[src/core/pieb_pkg.sv]
/*
 * Package for the peripheral interrupt enable bank: register offsets, field
 * positions, reset values and the carrier structs shared by the design files.
 * Assumes nothing of its surroundings; it holds definitions only.
 */
package pieb_pkg;

   // ****************************************************************
   // Register map.
   // ****************************************************************

   // Word offsets of the registers on the plain register port.
   localparam logic [3:0] PIEB_OFF_ENABLE_A = 4'h0;
   localparam logic [3:0] PIEB_OFF_ENABLE_B = 4'h1;
   localparam logic [3:0] PIEB_OFF_CONTROL = 4'h2;
   localparam logic [3:0] PIEB_OFF_STATUS = 4'h3;
   localparam logic [3:0] PIEB_OFF_MASK = 4'h4;
   localparam logic [3:0] PIEB_OFF_SOURCES = 4'h5;

   // Values after reset.
   localparam logic [7:0] PIEB_RST_ENABLE_A = 8'h00;
   localparam logic [7:0] PIEB_RST_ENABLE_B = 8'h00;
   localparam logic [7:0] PIEB_RST_CONTROL = 8'h00;
   localparam logic [7:0] PIEB_RST_STATUS = 8'h00;
   localparam logic [7:0] PIEB_RST_MASK = 8'h00;

   // Writable bits of the second enable register; bits 7 and 5 do not exist.
   localparam logic [7:0] PIEB_IMPL_ENABLE_B = 8'h5f;

   // ****************************************************************
   // Field positions.
   // ****************************************************************

   // First enable register.
   localparam int PIEB_BIT_PARALLEL_SLAVE = 7;
   localparam int PIEB_BIT_ANALOG_CONV = 6;
   localparam int PIEB_BIT_UART1_RECEIVE = 5;
   localparam int PIEB_BIT_UART1_TRANSMIT = 4;
   localparam int PIEB_BIT_SYNC_SERIAL = 3;
   localparam int PIEB_BIT_CAPCMP1 = 2;
   localparam int PIEB_BIT_TIMER2_MATCH = 1;
   localparam int PIEB_BIT_TIMER1_OVERFLOW = 0;
   // Second enable register.
   localparam int PIEB_BIT_COMPARATOR = 6;
   localparam int PIEB_BIT_NVM_WRITE = 4;
   localparam int PIEB_BIT_BUS_COLLISION = 3;
   localparam int PIEB_BIT_LOW_VOLTAGE = 2;
   localparam int PIEB_BIT_TIMER3_OVERFLOW = 1;
   localparam int PIEB_BIT_CAPCMP2 = 0;
   // Control register.
   localparam int PIEB_BIT_PRIORITY_MODE = 0;
   localparam int PIEB_BIT_PERIPH_GLOBAL = 1;
   // Status and mask registers.
   localparam int PIEB_BIT_EVT_DELIVER = 0;
   localparam int PIEB_BIT_EVT_WRITE_IGNORED = 1;

   // ****************************************************************
   // Carrier types.
   // ****************************************************************

   // One register access from the master.
   typedef struct packed {
      logic [3:0] addr;
      logic [7:0] wdata;
      logic wr;
      logic rd;
   } pieb_bus_req_type;

   // The sixteen source lines, two rows of eight, in register layout.
   typedef struct packed {
      logic [7:0] group_a;
      logic [7:0] group_b;
   } pieb_src_type;

endpackage : pieb_pkg

[src/core/pieb_bank.sv]
/*
 * Peripheral interrupt enable bank: two enable registers that mask the
 * peripheral event sources toward the core's interrupt logic, a control
 * register for priority mode and the global peripheral enable, and a small
 * event status/mask pair that drives one interrupt output.
 * Assumes source lines come from other logic or pins and are synchronised
 * here; the register port follows a one-cycle strobe protocol.
 */
`timescale 1ns/1ps
module pieb_bank #(
   parameter bit LARGE_PACKAGE = 1'b1
) (
   input wire logic clk_sys_i,
   input wire logic rst_b_i,
   // Register port.
   input wire logic [3:0] reg_addr_i,
   input wire logic [7:0] reg_wdata_i,
   input wire logic reg_wr_i,
   input wire logic reg_rd_i,
   output logic [7:0] reg_rdata_o,
   // Peripheral event sources, first and second group, register layout.
   input wire logic [7:0] src_group_a_i,
   input wire logic [7:0] src_group_b_i,
   // High-priority selections per source, from the priority registers.
   input wire logic [7:0] prio_group_a_i,
   input wire logic [7:0] prio_group_b_i,
   // High while the device runs from internal program memory.
   input wire logic microcontroller_mode_i,
   // Delivered peripheral requests toward the core.
   output logic [7:0] irq_group_a_o,
   output logic [7:0] irq_group_b_o,
   output logic irq_high_o,
   output logic irq_low_o,
   // Summary interrupt from the event status register.
   output logic irq_o
);

   // ****************************************************************
   // Input capture.
   // ****************************************************************

   // Bundled register request, same clock, so no synchroniser.
   // One assignment drives the whole bundle, so it has a single driver.
   pieb_pkg::pieb_bus_req_type req;
   assign req = '{
      addr: reg_addr_i,
      wdata: reg_wdata_i,
      wr: reg_wr_i,
      rd: reg_rd_i
   };

   // Sources, priorities and mode may come from pins; all pass two flops.
   pieb_pkg::pieb_src_type src_raw;
   pieb_pkg::pieb_src_type src;
   pieb_pkg::pieb_src_type prio;
   logic [7:0] src_a_sync;
   logic [7:0] src_b_sync;
   logic [7:0] prio_a_sync;
   logic [7:0] prio_b_sync;
   logic mc_mode_sync;
   // Raw source levels in register layout, before the flops.
   assign src_raw = '{
      group_a: src_group_a_i,
      group_b: src_group_b_i
   };

   // One synchroniser handles every asynchronous level.
   pieb_sync #(
      .WIDTH(33)
   ) u_sync (
      .clk_sys_i(clk_sys_i),
      .rst_b_i(rst_b_i),
      .async_i({src_raw, prio_group_a_i, prio_group_b_i, microcontroller_mode_i}),
      .sync_o({src_a_sync, src_b_sync, prio_a_sync, prio_b_sync, mc_mode_sync})
   );
   // Synchronised sources, regrouped by row.
   assign src = '{
      group_a: src_a_sync,
      group_b: src_b_sync
   };
   // Priority bits are only read in priority mode; they still pass two
   // flops so a changing pin never feeds a metastable value to the routing.
   assign prio = '{
      group_a: prio_a_sync,
      group_b: prio_b_sync
   };

   // ****************************************************************
   // Register state.
   // ****************************************************************

   // First enable register.
   logic [7:0] enable_a_q;
   // Second enable register, unimplemented bits held at zero.
   logic [7:0] enable_b_q;
   // Control: priority mode and peripheral global enable.
   logic [7:0] control_q;
   // Sticky event status and its mask.
   logic [7:0] status_q;
   logic [7:0] mask_q;
   // Read data, valid the cycle after the strobe.
   logic [7:0] rdata_q;

   // Decoded write strobes.
   // Each is a plain compare of the word address; the port never waits.
   logic wr_enable_a;
   logic wr_enable_b;
   logic wr_control;
   logic wr_status;
   logic wr_mask;
   assign wr_enable_a = req.wr && (req.addr == pieb_pkg::PIEB_OFF_ENABLE_A);
   assign wr_enable_b = req.wr && (req.addr == pieb_pkg::PIEB_OFF_ENABLE_B);
   assign wr_control = req.wr && (req.addr == pieb_pkg::PIEB_OFF_CONTROL);
   assign wr_status = req.wr && (req.addr == pieb_pkg::PIEB_OFF_STATUS);
   assign wr_mask = req.wr && (req.addr == pieb_pkg::PIEB_OFF_MASK);

   // Any write to an address that holds no writable register, including the read-only live readback.
   logic wr_unmapped;
   assign wr_unmapped = req.wr && !(wr_enable_a || wr_enable_b || wr_control ||
      wr_status || wr_mask);

   // first register
   // Every bit of the first enable register is plain read/write storage.
   always_ff @(posedge clk_sys_i) begin
      if (!rst_b_i) begin
         enable_a_q <= pieb_pkg::PIEB_RST_ENABLE_A;
      end else if (wr_enable_a) begin
         enable_a_q <= req.wdata;
      end
   end

   // second register
   // The second register only keeps its implemented bits.
   always_ff @(posedge clk_sys_i) begin
      if (!rst_b_i) begin
         enable_b_q <= pieb_pkg::PIEB_RST_ENABLE_B;
      end else if (wr_enable_b) begin
         enable_b_q <= req.wdata & pieb_pkg::PIEB_IMPL_ENABLE_B;
      end
   end

   // Control register keeps only its two defined bits.
   // Bit 0 selects priority mode, bit 1 is the peripheral global enable.
   always_ff @(posedge clk_sys_i) begin
      if (!rst_b_i) begin
         control_q <= pieb_pkg::PIEB_RST_CONTROL;
      end else if (wr_control) begin
         control_q <= req.wdata & 8'h03;
      end
   end

   // Mask register for the event status.
   // Only the two event bits exist; the upper bits always read zero.
   always_ff @(posedge clk_sys_i) begin
      if (!rst_b_i) begin
         mask_q <= pieb_pkg::PIEB_RST_MASK;
      end else if (wr_mask) begin
         mask_q <= req.wdata & 8'h03;
      end
   end

   // Named views of the two control bits used by the gating below.
   logic priority_mode_enable;
   logic peripheral_global_enable;
   assign priority_mode_enable = control_q[pieb_pkg::PIEB_BIT_PRIORITY_MODE];
   assign peripheral_global_enable = control_q[pieb_pkg::PIEB_BIT_PERIPH_GLOBAL];

   // ****************************************************************
   // Gating.
   // ****************************************************************

   // global enable gate
   // In priority mode the rows are always permitted; the core's own
   // high/low enables then decide, which sit outside this bank.
   logic row_permit;
   assign row_permit = priority_mode_enable || peripheral_global_enable;

   // microcontroller mode only
   // On small packages the parallel slave port enable behaves normally.
   logic [7:0] enable_a_eff;
   always_comb begin
      enable_a_eff = enable_a_q;
      if (LARGE_PACKAGE && !mc_mode_sync) begin
         enable_a_eff[pieb_pkg::PIEB_BIT_PARALLEL_SLAVE] = 1'b0;
      end
   end

   // Gated requests of each row, before the output flops.
   logic [7:0] pass_a;
   logic [7:0] pass_b;

   // First row: the eight sources of the first register.
   pieb_gate #(
      .WIDTH(8)
   ) u_gate_a (
      .req_i(src.group_a),
      .enable_i(enable_a_eff),
      .permit_i(row_permit),
      .pass_o(pass_a)
   );

   // second row gate
   // Second row; bits 7 and 5 never pass since their enables stay zero.
   pieb_gate #(
      .WIDTH(8)
   ) u_gate_b (
      .req_i(src.group_b),
      .enable_i(enable_b_q),
      .permit_i(row_permit),
      .pass_o(pass_b)
   );

   // priority routing
   // Without priority mode everything goes to the high vector, so the
   // priority inputs are ignored entirely.
   logic any_high;
   logic any_low;
   assign any_high = priority_mode_enable ?
      (|(pass_a & prio.group_a) || |(pass_b & prio.group_b)) :
      (|pass_a || |pass_b);
   assign any_low = priority_mode_enable &&
      (|(pass_a & ~prio.group_a) || |(pass_b & ~prio.group_b));

   // ****************************************************************
   // Outputs to the core.
   // ****************************************************************

   // Registered so every output leaves a flip-flop; costs one cycle.
   // A source change shows three cycles late: two synchroniser flops
   // and this output flop.
   always_ff @(posedge clk_sys_i) begin
      if (!rst_b_i) begin
         irq_group_a_o <= 8'h00;
         irq_group_b_o <= 8'h00;
         irq_high_o <= 1'b0;
         irq_low_o <= 1'b0;
      end else begin
         irq_group_a_o <= pass_a;
         irq_group_b_o <= pass_b;
         irq_high_o <= any_high;
         irq_low_o <= any_low;
      end
   end

   // ****************************************************************
   // Event status and interrupt.
   // ****************************************************************

   // Rising edge of delivery, from a registered copy.
   // Only the first cycle counts, so a request that stays asserted does
   // not set the status bit again right after software clears it.
   logic deliver_q;
   always_ff @(posedge clk_sys_i) begin
      if (!rst_b_i) begin
         deliver_q <= 1'b0;
      end else begin
         deliver_q <= any_high || any_low;
      end
   end

   // Event bits that hardware sets this cycle; all others stay clear.
   logic [7:0] evt_set;
   always_comb begin
      evt_set = 8'h00;
      evt_set[pieb_pkg::PIEB_BIT_EVT_DELIVER] = (any_high || any_low) && !deliver_q;
      evt_set[pieb_pkg::PIEB_BIT_EVT_WRITE_IGNORED] = wr_unmapped;
   end

   // Write one to clear; a set in the same cycle wins over the clear.
   always_ff @(posedge clk_sys_i) begin
      if (!rst_b_i) begin
         status_q <= pieb_pkg::PIEB_RST_STATUS;
      end else begin
         status_q <= (status_q & ~(wr_status ? req.wdata : 8'h00)) | evt_set;
      end
   end

   // Level interrupt while any unmasked status bit is set.
   // The next status value is used so the output follows a set or a
   // clear in the same cycle as the status register itself.
   always_ff @(posedge clk_sys_i) begin
      if (!rst_b_i) begin
         irq_o <= 1'b0;
      end else begin
         irq_o <= |(((status_q & ~(wr_status ? req.wdata : 8'h00)) | evt_set) & mask_q);
      end
   end

   // ****************************************************************
   // Read port.
   // ****************************************************************

   // Unmapped reads return zero; data stands only in the following cycle.
   // The live readback shows row summaries, mode and routing, so software
   // can see why a request is or is not delivered.
   always_ff @(posedge clk_sys_i) begin
      if (!rst_b_i) begin
         rdata_q <= 8'h00;
      end else if (req.rd) begin
         case (req.addr)
            pieb_pkg::PIEB_OFF_ENABLE_A: begin
               rdata_q <= enable_a_q;
            end
            pieb_pkg::PIEB_OFF_ENABLE_B: begin
               rdata_q <= enable_b_q;
            end
            pieb_pkg::PIEB_OFF_CONTROL: begin
               rdata_q <= control_q;
            end
            pieb_pkg::PIEB_OFF_STATUS: begin
               rdata_q <= status_q;
            end
            pieb_pkg::PIEB_OFF_MASK: begin
               rdata_q <= mask_q;
            end
            pieb_pkg::PIEB_OFF_SOURCES: begin
               rdata_q <= {pass_a[7:4] != 4'h0, pass_a[3:0] != 4'h0,
                  pass_b[7:4] != 4'h0, pass_b[3:0] != 4'h0,
                  mc_mode_sync, row_permit, any_low, any_high};
            end
            default: begin
               rdata_q <= 8'h00;
            end
         endcase
      end else begin
         rdata_q <= 8'h00;
      end
   end

   assign reg_rdata_o = rdata_q;

endmodule : pieb_bank

[src/core/pieb_gate.sv]
/*
 * One row of interrupt gates: each request passes only while its enable
 * bit is set and the row is permitted.
 * Assumes requests and enables are on the system clock already.
 */
`timescale 1ns/1ps
module pieb_gate #(
   parameter int WIDTH = 8
) (
   input wire logic [WIDTH-1:0] req_i,
   input wire logic [WIDTH-1:0] enable_i,
   input wire logic permit_i,
   output logic [WIDTH-1:0] pass_o
);

   // ****************************************************************
   // Per-bit gating.
   // ****************************************************************

   // Each bit is an independent AND of request, enable and permit.
   genvar g;
   for (g = 0; g < WIDTH; g++) begin : g_bit
      assign pass_o[g] = req_i[g] & enable_i[g] & permit_i;
   end

endmodule : pieb_gate

[src/core/pieb_sync.sv]
/*
 * Two-flip-flop synchroniser for a group of level inputs.
 * Assumes each bit is a slow level; words are not kept coherent.
 */
`timescale 1ns/1ps
module pieb_sync #(
   parameter int WIDTH = 16
) (
   input wire logic clk_sys_i,
   input wire logic rst_b_i,
   input wire logic [WIDTH-1:0] async_i,
   output logic [WIDTH-1:0] sync_o
);

   // ****************************************************************
   // Synchroniser stages.
   // ****************************************************************

   // First stage; only the second stage reads it.
   logic [WIDTH-1:0] meta_q;
   // Second stage, safe to use.
   logic [WIDTH-1:0] stable_q;

   // Both stages clear on reset to a constant.
   always_ff @(posedge clk_sys_i) begin
      if (!rst_b_i) begin
         meta_q <= '0;
         stable_q <= '0;
      end else begin
         meta_q <= async_i;
         stable_q <= meta_q;
      end
   end

   assign sync_o = stable_q;

endmodule : pieb_sync

[config.mk]
export PLATFORM = sky130hd
export DESIGN_NAME = pieb_bank
export DESIGN_NICKNAME = d
export VERILOG_FILES = /design/src/core/pieb_pkg.sv /design/src/core/pieb_bank.sv /design/src/core/pieb_gate.sv /design/src/core/pieb_sync.sv
export SDC_FILE = /design/constraint.sdc
export NUM_CORES = 1
export LEC_CHECK = 0
export ABC_AREA = 1
export BUFFER_PORTS_ARGS = -buffer_cell sky130_fd_sc_hd__clkbuf_2
export CORE_UTILIZATION = 47
export CTS_CLUSTER_SIZE = 30
export DETAILED_ROUTE_END_ITERATION = 8
export PLACE_DENSITY_LB_ADDON = 0.3
export SETUP_SLACK_MARGIN = 0.2
export SYNTH_ARGS = -nofsm -noshare
export SYNTH_HDL_FRONTEND = slang
export SYNTH_SLANG_ARGS = --single-unit
[constraint.sdc]
create_clock -name clk_sys_i -period 2.9 [get_ports clk_sys_i]
set_input_delay 0.435 -clock clk_sys_i [delete_from_list [all_inputs] [get_ports clk_sys_i]]
set_output_delay 0.435 -clock clk_sys_i [all_outputs]
set_load 0.01 [all_outputs]
# Word level (Yosys, flattened, before mapping)
# Index checks and enable logic that the tools add are counted.
[totals]
ff_bits = 118
input_bits = 49
out_inout_bits = 27
elab_cells = 93
[classes]
n_eq_ne = 5
mux = 4
bitwise = 38
n_reduce_logical = 32
[ops]
columns = ["operator", "count"]
rows = [
  ["8-bit one-hot mux with 6 select lines", 1],
  ["8-bit OR reduction", 6],
  ["1-bit bitwise AND", 28],
  ["8-bit bitwise AND", 3],
  ["8-bit NOT", 3],
  ["7-bit by 8-bit bitwise AND with 8-bit output", 2],
  ["4-bit nonzero test", 4],
  ["1-bit logical OR", 9],
  ["8-bit by 2-bit bitwise AND with 8-bit output", 1],
  ["4-bit by 2-bit == test with 1-bit output, second input constant", 2],
  ["4-bit by 3-bit == test with 1-bit output, second input constant", 2],
  ["1-bit logical AND", 8],
  ["8-bit 2-to-1 mux", 1],
  ["8-bit by 2-bit bitwise OR with 8-bit output", 1],
  ["6-bit OR reduction", 1],
  ["4-bit by 1-bit == test with 1-bit output, second input constant", 1],
  ["4-bit zero test", 1],
  ["1-bit zero test", 2],
  ["1-bit 2-to-1 mux", 2],
  ["2-bit AND reduction", 1],
]

# Logic depth before layout (Yosys ltp)
# Gate-level depths: netlist of run 1.
[logic_depth]
ltp_word = 12
ltp_mapped = 11

# Hierarchy
# A second synthesis of run 1 with hierarchy kept.
[hier_totals]
hier_cells = 589
hier_area_um2 = 4372.9
[modules_own_cells]
columns = ["mod", "instances", "cells_per_inst", "area_per_inst_um2", "seq_area_each_um2"]
rows = [
  ["pieb_bank", 1, 350, 2381.0, 1081.0],
  ["pieb_sync", 1, 205, 1864.3, 1321.3],
  ["pieb_gate", 2, 17, 63.8, 0.0],
]

# Worst setup path after synthesis of run 1
# Ideal clock, no wire load.
[synth_path]
path_type = "input to register"
from = "in reg_addr_i[1]"
to = "reg enable_a_q[4]"
setup_ns = 0.119
t_arrival_ns = 1.253
required_ns = 2.781
slack_ns = 1.528
stages = 7
cell_sequence = "nor2_2 -> nand2_1 -> inv_2 -> nand2_1 -> buf_2 -> o21ai_0 -> a21oi_1"
[synth_via]
elab_chain_len = 2
[synth_rtl]
columns = ["item", "line_no", "rtl"]
rows = [
  ["start, declared", "pieb_bank.sv:16", "input wire logic [3:0] reg_addr_i,"],
  ["4-bit zero test", "pieb_bank.sv:111", "assign wr_enable_a = req.wr && (req.addr == pieb_pkg::PIEB_OFF_ENABLE_A);"],
  ["1-bit logical AND", "pieb_bank.sv:111", ""],
  ["end signal, assigned", "pieb_bank.sv:126", "enable_a_q <= pieb_pkg::PIEB_RST_ENABLE_A;"],
  ["end signal, assigned", "pieb_bank.sv:128", "enable_a_q <= req.wdata;"],
  ["end, declared", "pieb_bank.sv:93", "logic [7:0] enable_a_q;"],
]
# No other way between the ends.
# A chain may end at the register's enable or synchronous reset.

# Final worst setup path of run 1
[layout_path]
from = "reg control_q[0]"
to = "reg irq_o"
[layout_via]
elab_chain_len = 11
elab_cells_between_ends = 35
classes_between = "mux: 1; bitwise: 20; reduce/logical: 14"
[layout_rtl]
columns = ["item", "line_no", "rtl"]
rows = [
  ["start, declared", "pieb_bank.sv:97", "logic [7:0] control_q;"],
  ["start signal, assigned", "pieb_bank.sv:146", "control_q <= pieb_pkg::PIEB_RST_CONTROL;"],
  ["start signal, assigned", "pieb_bank.sv:148", "control_q <= req.wdata & 8'h03;"],
  ["1-bit logical OR", "pieb_bank.sv:176", "assign row_permit = priority_mode_enable || peripheral_global_enable;"],
  ["1-bit bitwise AND", "pieb_gate.sv:23", "assign pass_o[g] = req_i[g] & enable_i[g] & permit_i;"],
  ["8-bit bitwise AND, or another cell as far along", "pieb_bank.sv:219", "(|(pass_a & prio.group_a) || |(pass_b & prio.group_b)) :"],
  ["8-bit OR reduction, on equally long branches", "pieb_bank.sv:219, pieb_bank.sv:222", ""],
  ["1-bit logical OR, on equally long branches", "pieb_bank.sv:219, pieb_bank.sv:222", ""],
  ["1-bit 2-to-1 mux or 1-bit logical AND (tied branches)", "pieb_bank.sv:218, pieb_bank.sv:221", ""],
  ["1-bit logical OR (*)", "pieb_bank.sv:265", "evt_set[pieb_pkg::PIEB_BIT_EVT_DELIVER] = (any_high || any_low) && !deliver_q;"],
  ["1-bit logical AND (*)", "pieb_bank.sv:265", ""],
  ["8-bit by 2-bit bitwise OR with 8-bit output (*)", "pieb_bank.sv:285", "irq_o <= |(((status_q & ~(wr_status ? req.wdata : 8'h00)) | evt_set) & mask_q);"],
  ["8-bit by 2-bit bitwise AND with 8-bit output (*)", "pieb_bank.sv:285", ""],
  ["8-bit OR reduction (*)", "pieb_bank.sv:285", ""],
  ["end signal, assigned", "pieb_bank.sv:285", ""],
  ["end, declared", "pieb_bank.sv:35", "output logic irq_o"],
]
# Mark *: on every way between the ends. The rest lies on a longest branch, timed or not.

==> run summary, run 1 <==
For this design the ratio of total power to cell area is 585 nW/um2. The routed design has 8090 um of wire. The total global routing track utilization is 0.200, and the number of buffers on the longest clock path is 2.

The largest individual stage delay along the critical path comes from the cell nor2_2. The arrival time at the worst endpoint was 2.17 ns; the transition at the pin with the smallest max-transition slack was 0.708 ns. The fraction of layout instances using a drive strength above 1 came out at 0.159. A synthesized cell averages 7.70 um2. Before antenna repair, the detailed router went through 5 iterations.

In this run the clock root is driven by a clkbuf_8. Across all register-to-register paths, the minimum setup slack is 0.99 ns. The worst setup skew after layout is 0.0127 ns, and the total chip power is 2690 uW.

The tools report the highest attainable clock frequency as 524 MHz. Across the run, the number of max-cap violations was 0. The type of the setup path with the least slack was flop to flop. The required time at the worst-slack endpoint is 3.17 ns, and the maximum fanout encountered on the critical timing path is 16. The post-layout minimum cycle time works out to 1.91 ns.

Measured along the y axis, the die boundary spans 93.9 um. Leakage dissipation: 0.00245 uW. The first global-routing pass estimated 13,200 um of wire.

The run gives 0 as the final count of negative-setup-slack endpoints. The area share of the largest cell type after synthesis works out to 0.555. The library cell used most frequently in the layout, excluding fill and tap cells, is nand2_1. The initial standard-cell utilization of the core came out at 0.485.

The number of global-route vias before repair was 2,905; the synthesis-to-finish area growth was 15.9%. The die covers 8810 um2. In this run, the number of DRC markers left after iteration 0 of detailed routing was 224.

Setup repair after global routing left no endpoint under its margin. In the final routed layout, each cell accounts on average for 11.7 um. IR analysis of the VDD net gives a maximum drop of 0.282 mV. The die width came out at 93.9 um. In the synthesized netlist, the number of instances is 515. The number of vias per cell after detailed routing is 4.70. The clock latency on the worst-skew pair is 0.37 ns. In the final design database the tool counted 628 nets. dfxtp_1 takes more of the synthesized area than any other cell.

The maximum level of the CTS H-tree is 3. Yosys printed 0 warnings. The number of buffers inserted by post-CTS setup repair is 0. After clock tree synthesis, the clock-pin slew on the worst setup and hold paths is 0.11 ns. In this run the cell area measured after placement is 4370 um2. For this design the top-level I/O count stands at 76.

After routing the design area is 4600 um2. The run gives 0 as the antenna cell count. The max-slew headroom at the worst pin came out at 0.527. The area of the core region is 8180 um2, and the count of endpoints failing hold in the final timing report is 0. After synthesis the netlist holds a flip-flop and latch count of 110.

The critical path goes through nor2_2, nor2_1, nor2_1, nand2_1, nor2_1, nand2_1, nand2_1, nand2_1, nand3_1, nand2_1. Post-CTS repair changed the size of 0 cells. The flow ran to the end, and the final reports show no timing, DRC or antenna violations. By area the synthesized netlist is led by dfxtp_1, nand2_1, inv_1. The tools report the final-layout fill cell count as 799. Leaving out fill and tap cells, the most frequent cells in the layout are nand2_1, dfxtp_1, inv_1. The final estimated routing congestion in global placement is 0.902. Most prevalent standard cell on the critical path: nand2_1. Entering global routing, the biggest net connects 35 pins.

CTS saw 110 sinks. The count of input and output buffers is 69, and the HPWL reported at the end of detailed placement is 5930 um. The number of buffers created by CTS came out at 9. In this run, post-CTS hold repair placed 0 buffers. The final sum of negative setup slack is 0 ns. The global-route congestion overflow total is 0, and the sequential area share after synthesis is 0.555.

STA classifies the critical path endpoint as a flop. The worst hold path belongs to the class input pin to flop. Synthesis instantiated 24 different standard cells from the library. The tools report the number of antenna violations at the first check in global routing as 0. TritonCTS built the clock tree. The largest single stage delay on the critical path is 0.52 ns. The worst setup path is launched from a flop. Post-synthesis instance area: 3970 um2. The final-report max-slew violation count was 0.

The worst hold margin is 0.231 ns, and the number of DRC violations after detailed routing is 0. Fraction of the cycle the final worst path needs: 0.658. Summing over every cut layer, the via total after detailed routing is 3,237. Once detail routing completed, the nets flagged for antenna violations numbered 0. The number of placement rows was 33.
[cells by family (layout without fill, tap and decap cells)]
kind of cell           Yosys count  in the layout  share of synthesized area
buffers and inverters          126            194                      0.125
AOI/OAI and AO/OA               64             64                     0.0886
and+or+nand+nor                214            214                      0.230
DFF                            110            110                      0.555
other                            1              2                   0.000945
[cells in the mapped netlist (all sizes together)]
library cell,instances
buf,7
o22ai,5
a221oi,4
nand3b,9
a211o,1
a31oi,2
inv,107
nand2,133
clkbuf,12
nor3,13
o21ai,21
dfxtp,110
conb,1
nor2,29
o221ai,1
nand4,2
a21oi,30
nand3,28
[final timing paths]
kind                                       start                end  cells after the start
worst min-delay path            src_group_b_i[4]  u_sync.meta_q[21]                      3
worst min register to register  u_sync.meta_q[2]   u_sync.sync_o[2]                      2
worst max register to register      control_q[0]              irq_o                     10
worst max-delay path                control_q[0]              irq_o                     10
[sequential cells by signal (all words and copies together) (netlist names), 2 cells and up]
| name | cells |
|---|---|
| enable_b_q | 6 |
| irq_group_a_o | 8 |
| mask_q | 2 |
| irq_group_b_o | 6 |
| status_q | 8 |
| u_sync.sync_o | 29 |
| enable_a_q | 8 |
| u_sync.meta_q | 29 |
| reg_rdata_o | 8 |
| control_q | 2 |
[worst max-delay path: cells and delay by family (launching register included)]
family        cells  cell delay (ns)
flops             1             0.39
simple gates     10             1.41
[metal layers]
metal	part of all wire	GRT usage	wire length, um
met3	0.079	0.0574	638
met2	0.47	0.327	3790
met5	0	0	0
met1	0.44	0.243	3530
met4	0.016	0.0897	133
[through the flow]
stage,setup WS (ns),utilization,cells
final,0.993,0.562,689
after global routing,0.744,0.562,689
after floorplan,1.53,-,516
after detailed placement,1.01,0.534,673
after CTS,0.991,0.562,689
after global placement,1.03,0.534,673
[cell type report]
| class | count | area [um2] | area share |
|---|---|---|---|
| sequential | 110 | 2200 | 0.479 |
| multi-input combinational | 280 | 1270 | 0.277 |
| inverter | 107 | 402 | 0.0874 |
| timing repair buffer | 71 | 360 | 0.0784 |
| tap | 105 | 131 | 0.0286 |
| clock buffer | 9 | 124 | 0.0270 |
| clock inverter | 7 | 104 | 0.0226 |
[power breakdown]
part | switching [uW] | internal (uW)
registers | 16.1 | 1550
clock network | 556 | 428
logic | 84.2 | 48.7
total | 657 | 2030
Power figures use the tool's default switching activity.
==> run 2, diff against run 1 <==
==> constraint.sdc (replaced) <==
create_clock -name clk_sys_i -period 2 [get_ports clk_sys_i]
set_input_delay 0.3 -clock clk_sys_i [delete_from_list [all_inputs] [get_ports clk_sys_i]]
set_output_delay 0.3 -clock clk_sys_i [all_outputs]
set_load 0.01 [all_outputs]
==> run summary, run 2 (same netlist as run 1, synthesis figures left out) <==
The run finished with clean final reports. The number of antenna diodes in the final layout is 0. The transition at the pin with the smallest max-transition slack works out to 0.573 ns.

Hold repair after CTS inserted 0 buffers. Relative to the synthesized area, the layout overhead comes to 15.2%. The worst setup path is launched from a flop.

The die width was 93.9 um; the final-layout fill cell count was 791. No sink is reached through more buffers than the 2 on the longest clock path. The post-layout minimum cycle time is 1.55 ns, and the internal reg-to-reg setup slack is 0.45 ns. Grouping stages by cell kind, the critical path spends the most delay in simple AND/OR/NAND/NOR gates. Data on the critical path arrives at its endpoint at 1.87 ns. Setup repair after global routing left no endpoint under its margin.

The met2 usage is 0.324. The max-slew headroom at the worst pin was 0.617. The top cell types in the final layout, fill and taps aside, are nand2_1, dfxtp_1, inv_1. The final route contains 3,255 vias. The signal on the critical path passes through inv_2, nand2_4, nand3_1, nand2_1, nor2_1, nand2_1, nand2_1, nand2_1, nand3_1, nand2_1.

Of all nets on the critical path, the largest fanout is 28. Fraction of layout instances using a drive strength above 1: 0.162. In this run the most critical hold path is launched from src_group_b_i[4].

Once routing completed, OpenROAD measured the worst setup slack at 0.445 ns. The initial standard-cell utilization of the core is 0.485. The combinational cell fraction of total power is 0.053. The logs give 33 for the number of placement rows and 2830 uW for the cell-internal power.

In the routed design, unresolved DRC markers number 0. Proportion of total power due to net switching: 0.238. The die height works out to 93.9 um.

Summed over all layers, the global routing overflow is 0. The tools report the first element of the critical path as control_q[0]. The analysis attributes to cell leakage a power of 0.00245 uW. Summed over all nets, the half-perimeter wirelength after detailed placement is 6080 um. The tools report the count of endpoints failing hold in the final timing report as 0. Setup violations remaining at the end of the flow were counted as 0. The utilization after layout was 0.559. For the worst-skew pair, the clock arrives at the later sink with an insertion delay of 0.37 ns. Clock tree synthesis inserted a total of 9 buffers. The tools report the nature of the critical path endpoint as a flop. Data on the critical path is required at its endpoint by 2.32 ns. Buffers plus inverters on the worst setup path: 1. Clock skew on the completed layout was measured at 0.0112 ns. The number of buffers inserted by post-CTS setup repair is 0, and the part of the total power dissipated in the clock network is 0.333. Hold timing on the final database bottoms out at a slack of 0.0994 ns. The number of global-route vias before repair is 2,909. The number of antenna violations at the first check in global routing is 0, and the cell total after placement is 676.

The highest attainable clock frequency is 643 MHz, and the fraction of the cycle the final worst path needs is 0.777. Most prevalent standard cell on the critical path: nand2_1. Counting every sink on the clock net gives 110. The path class of the tightest hold or removal check is input pin to flop.

The master cell of the clock root buffer was clkbuf_8. The first global-routing pass estimated 13,400 um of wire. The final net count is 631, and the per-cell routed wire length is 11.8 um. VDD sags by at most 0.378 mV. The number of standard cells in the layout, taps in and fillers out was 691; the power density normalized to cell area was 811 nW/um2.

For the maximum level of the CTS H-tree, the log shows 3. The first-pass detailed-route iteration total was 5; the power share of the sequential group was 0.614. During I/O placement, the number of pins put on the boundary was 76.

The worst register-to-register path begins at control_q[0]. The maximum single-stage delay on the critical path works out to 0.44 ns. The total global routing track utilization was 0.203; the count of max-cap constraint violations was 0. The number of gates resized after CTS was 0.

In this run the standard cell core region covers 8180 um2. The clock-pin slew reported for the worst setup and hold paths after clock tree synthesis is 0.10 ns, and the maximum number of pins on one net before global-route repair is 49. The count of input and output buffers was 69; the switching power was 884 uW. Commonest non-fill, non-tap cell in the layout: nand2_1. In the final timing run, aggregate negative setup slack is 0 ns. The number of DRC markers in iteration 0 is 139. The worst-path cell with the longest stage delay was dfxtp_1. TritonCTS built the clock tree. The run gives 0.332 ns as the worst slack at placement. The type of the setup path with the least slack is flop to flop. Routability-driven placement finished with a final weighted congestion of 0.910. The overall die area was 8810 um2; the number of vias per cell after detailed routing was 4.71.

The logs give 0.246 for the met1 routing resource usage after global routing and 0.0526 for the met3 global-route usage. In this run the most used layer during global routing was met2. The routed design has 8170 um of wire.

The final-report max-slew violation count was 0; the number of antenna-violating nets in the routed design was 0.
-- run 2: area by class of cell --
type	instances	area [um2]	share of cell area
Sequential cell	110	2200	0.482
Timing Repair Buffer	74	383	0.0838
Clock inverter	5	42.5	0.00931
Multi-Input combinational cell	280	1270	0.278
Inverter	107	402	0.0879
Tap cell	105	131	0.0287
Clock buffer	10	138	0.0301
-- run 2: per-stage QoR --
step	area (um2)	power [uW]
4_1_cts	4570	3730
5_1_grt	4570	3870
2_1_floorplan	3970	2440
6_report	4570	3710
3_5_place_dp	4390	2530
3_3_place_gp	4390	2520
-- run 2: per-layer routing --
layer	share of wire	up-vias
li1	-	1698
met1	0.43	1412
met2	0.46	124
met3	0.074	21
met4	0.032	0
met5	0	-
-- run 2: path summary, 6_finish.rpt --
check | end | cells after the start
hold reg to reg | u_sync.sync_o[23] | 2
setup / recovery | irq_o | 10
hold / removal | u_sync.meta_q[21] | 3
setup reg to reg | irq_o | 10
-- run 2: power groups by stage --
stage	registers [uW]	clock network (uW)	logic, uW
global placement	2330	0	192
global route	2280	1360	225
detailed placement	2330	0	196
finish	2280	1230	197
CTS	2280	1260	197
floorplan	2320	0	122
-- run 2: worst register-to-register path: cells and delay by family, from the launching register on --
kind | cells | cell delay (ns)
flip-flops | 1 | 0.44
AND/OR/NAND/NOR | 9 | 0.98
buffers and inverters | 1 | 0.10
==> run 3, diff against run 2 <==
--- a/config.mk
+++ b/config.mk
@@ -5,7 +5,7 @@
 export SDC_FILE = /design/constraint.sdc
 export NUM_CORES = 1
 export LEC_CHECK = 0
-export ABC_AREA = 1
+export ABC_AREA = 0
 export BUFFER_PORTS_ARGS = -buffer_cell sky130_fd_sc_hd__clkbuf_2
 export CORE_UTILIZATION = 47
 export CTS_CLUSTER_SIZE = 30
==> constraint.sdc (replaced) <==
create_clock -name clk_sys_i -period 1.3 [get_ports clk_sys_i]
set_input_delay 0.195 -clock clk_sys_i [delete_from_list [all_inputs] [get_ports clk_sys_i]]
set_output_delay 0.195 -clock clk_sys_i [all_outputs]
set_load 0.01 [all_outputs]
==> run summary, run 3 <==
The run finished, with violations left. The final reports fail on negative setup slack. The met3 global-route usage is 0.0531, and the number of DRC violations after detailed routing is 0. The synthesis-to-finish area growth was 41.4%. The finished layout holds 634 standard cells, fillers aside.

The number of antenna violations at the first check in global routing is 0. The area share of the largest cell type after synthesis is 0.575, and the total of warnings raised by yosys is 0. Worst hold path class: input pin to flop. Master cell of the clock root buffer: clkbuf_8. The overall die area came out at 8520 um2. The peak-usage layer in the global routing report is met2.

The clock-pin slew reported for the worst setup and hold paths after clock tree synthesis came out at 0.10 ns. The number of buffers created by CTS is 9, and the per-cell routed wire length is 15.5 um. Initial standard-cell utilization of the core: 0.491. Counting flops and latches in the post-synthesis netlist gives 110. On the critical path, the stage with the largest delay is an instance of dfxtp_1.

The biggest area contributor in the post-synthesis netlist is dfxtp_1. The fraction of registers with async set or reset after synthesis came out at 0. Post-layout minimum cycle time: 1.54 ns. Post-synthesis instance area: 3830 um2. The cell count after synthesis came out at 378. Of all nets on the critical path, the largest fanout is 3.

Entering global routing, the biggest net connects 46 pins. The HPWL reported at the end of detailed placement came out at 6840 um. Port buffering added 69 buffers. Along the worst hold path, the cell count comes to 2. The final net count is 576.

For the required time at the worst-slack endpoint, the log shows 1.55 ns. The worst-case IR drop observed on VDD is 0.656 mV. The sink of the worst hold path was u_sync.meta_q[7]. The number of vias per cell after detailed routing is 5.05, and the worst setup skew after layout is 0.0126 ns.

The tools report the nature of the critical path endpoint as a flop. The number of antenna-violating nets in the routed design was 0; the clock latency on the worst-skew pair was 0.37 ns. The power density normalized to cell area is 1120 nW/um2, and the die width is 92.3 um. STA classifies the critical path startpoint as a flop. Max-cap violations in this run came to 0. At the pin with the least slew margin, the transition time is 0.695 ns. The number of cells on the worst reg-to-reg path is 7. The fraction of layout instances using a drive strength above 1 was 0.447. The final-report max-slew violation count is 0, and the total routed wirelength is 9840 um. For the sequential area share after synthesis, the log shows 0.575. Setup repair after global routing could not meet its margin everywhere.

0 antenna diodes ended up in the layout. 76 I/O pins were placed. The run gives 110 as the number of clock sinks. The commonest cells after synthesis are dfxtp_1, and2_1, nor2_1. The run gives 0.236 as the total global routing track utilization. TritonCTS built the clock tree. The buffers plus inverters on the worst setup path is 1. The final sum of negative setup slack was -1.45 ns. Setup violations remaining at the end of the flow were counted as 9. The endpoint identified for the worst register-to-register timing path is irq_o. The region available for standard cell placement spans 7810 um2. Maximum level of the CTS H-tree: 3. The tools report the count of endpoints failing hold in the final timing report as 0. The worst hold path begins at prio_group_b_i[6]. The top cell types in the final layout, fill and taps aside, are dfxtp_1, clkbuf_2, buf_4.

The most used flip-flop cell after synthesis is dfxtp_1. The commonest non-fill, non-tap cell in the layout is dfxtp_1. The number of placed instances, taps included, is 595. The met2 usage is 0.379.

Derived from the worst setup path, the maximum achievable clock frequency is 649 MHz. The number of distinct library cell variants in the gate-level netlist after synthesis is 40. Row generation in the floorplan step produced 32 rows. Grouping stages by cell kind, the critical path spends the most delay in simple AND/OR/NAND/NOR gates.

Yosys mapped a number of flops with a built-in enable equal to 0. The die is 92.3 um tall. The run gives 0.533 as the max-slew headroom at the worst pin.

Via count: 3,199. The number of global-route vias before repair is 3,199. In this run the deepest clock path goes through 2 buffers. The tools report the final estimated routing congestion in global placement as 0.934. Summed over all cells, the static leakage comes to 0.00244 uW.

The critical path in this run is classified as flop to flop. The final-layout fill cell count came out at 580. The worst path setup slack after routing is -0.241 ns, and the first-pass detailed-route iteration total is 4. The first global-routing pass estimated 15,200 um of wire. Launching point of the worst reg2reg path: u_sync.sync_o[28].

In this design, the stage delay of the slowest critical-path cell is 0.35 ns. The met1 routing resource usage after global routing was 0.298; the internal reg-to-reg setup slack was -0.24 ns. The number of DRC markers in iteration 0 was 160.

Walking the worst path, the cells encountered are nand2_1, nand4_1, nor4_2, a221oi_2, buf_4, nor2_4, o22ai_1. By area the synthesized netlist is led by dfxtp_1, and2_1, mux2i_1. The tools report the global-route congestion overflow total as 0.

The fraction of the cycle the final worst path needs is 1.19. Each instance of the synthesized netlist takes up on average 10.1 um2. In the post-synthesis netlist, the cell with the most instances is dfxtp_1. The arrival time at the worst endpoint is 1.79 ns.
[run 3: area by class of cell]
| cell class | instances | area, um2 | area share |
|---|---|---|---|
| clock buffers | 9 | 124 | 0.0229 |
| clock inverters | 7 | 86.3 | 0.0159 |
| inverters | 2 | 7.51 | 0.00139 |
| multi-input cells | 249 | 1740 | 0.321 |
| flip-flops and latches | 110 | 2240 | 0.414 |
| well taps | 102 | 128 | 0.0236 |
| repair buffers | 155 | 1090 | 0.202 |
[run 3: worst max-delay path by stage]
stage	from	endpoint	slack [ns]	cells past startpoint
5_1_grt	u_sync.sync_o[28]	status_q[0]	-0.31	7
2_1_floorplan	reg_addr_i[1]	irq_o	0.007	8
3_5_place_dp	u_sync.sync_o[18]	irq_o	-0.25	7
4_1_cts	u_sync.sync_o[17]	irq_o	-0.18	7
3_3_place_gp	u_sync.sync_o[32]	status_q[0]	-0.22	7
6_report	u_sync.sync_o[28]	irq_o	-0.24	7
[run 3: metal layers]
| metal | share of wire | wire length, um | vias up |
|---|---|---|---|
| li1 | - | - | 1576 |
| met1 | 0.44 | 4280 | 1484 |
| met2 | 0.48 | 4720 | 115 |
| met3 | 0.055 | 540 | 24 |
| met4 | 0.031 | 301 | 0 |
| met5 | 0 | 0 | - |
[run 3: power breakdown]
group          switching [uW]  internal (uW)
clock                    1220            943
combinational             182            202
sequential               53.7           3460
total                    1450           4600
[run 3: kinds of logic (layout without fill, tap and decap cells)]
logic type,count (synthesis),count (layout),synth area share
AND/OR/NAND/NOR,181,181,0.255
flip-flops,110,110,0.575
AO/OA/AOI/OAI,43,43,0.0781
other,1,2,0.000979
buffers and inverters,20,173,0.0261
multiplexers,23,23,0.0653
[run 3: what timing repair did]
item / CTS / global route
hold buffers: 2 / 0
hold endpoints to repair: 2 / 0
gates cloned: 1 / 0
resized for setup: 47 / 25
setup endpoints to repair: 25 / 20
setup buffers: 14 / 6
pin swaps: 20 / 9
[run 3: through the flow]
stage	total power, uW	hold WS (ns)	util	setup slack (ns)	instance area, um2
2_1_floorplan	3750	0.282	-	0.00689	3920
3_3_place_gp	3930	0.386	0.612	-0.220	4780
3_5_place_dp	3940	0.390	0.612	-0.249	4780
4_1_cts	6080	0.00710	0.676	-0.181	5280
5_1_grt	6280	0.0107	0.694	-0.308	5420
6_report	6060	0.0187	0.694	-0.241	5420
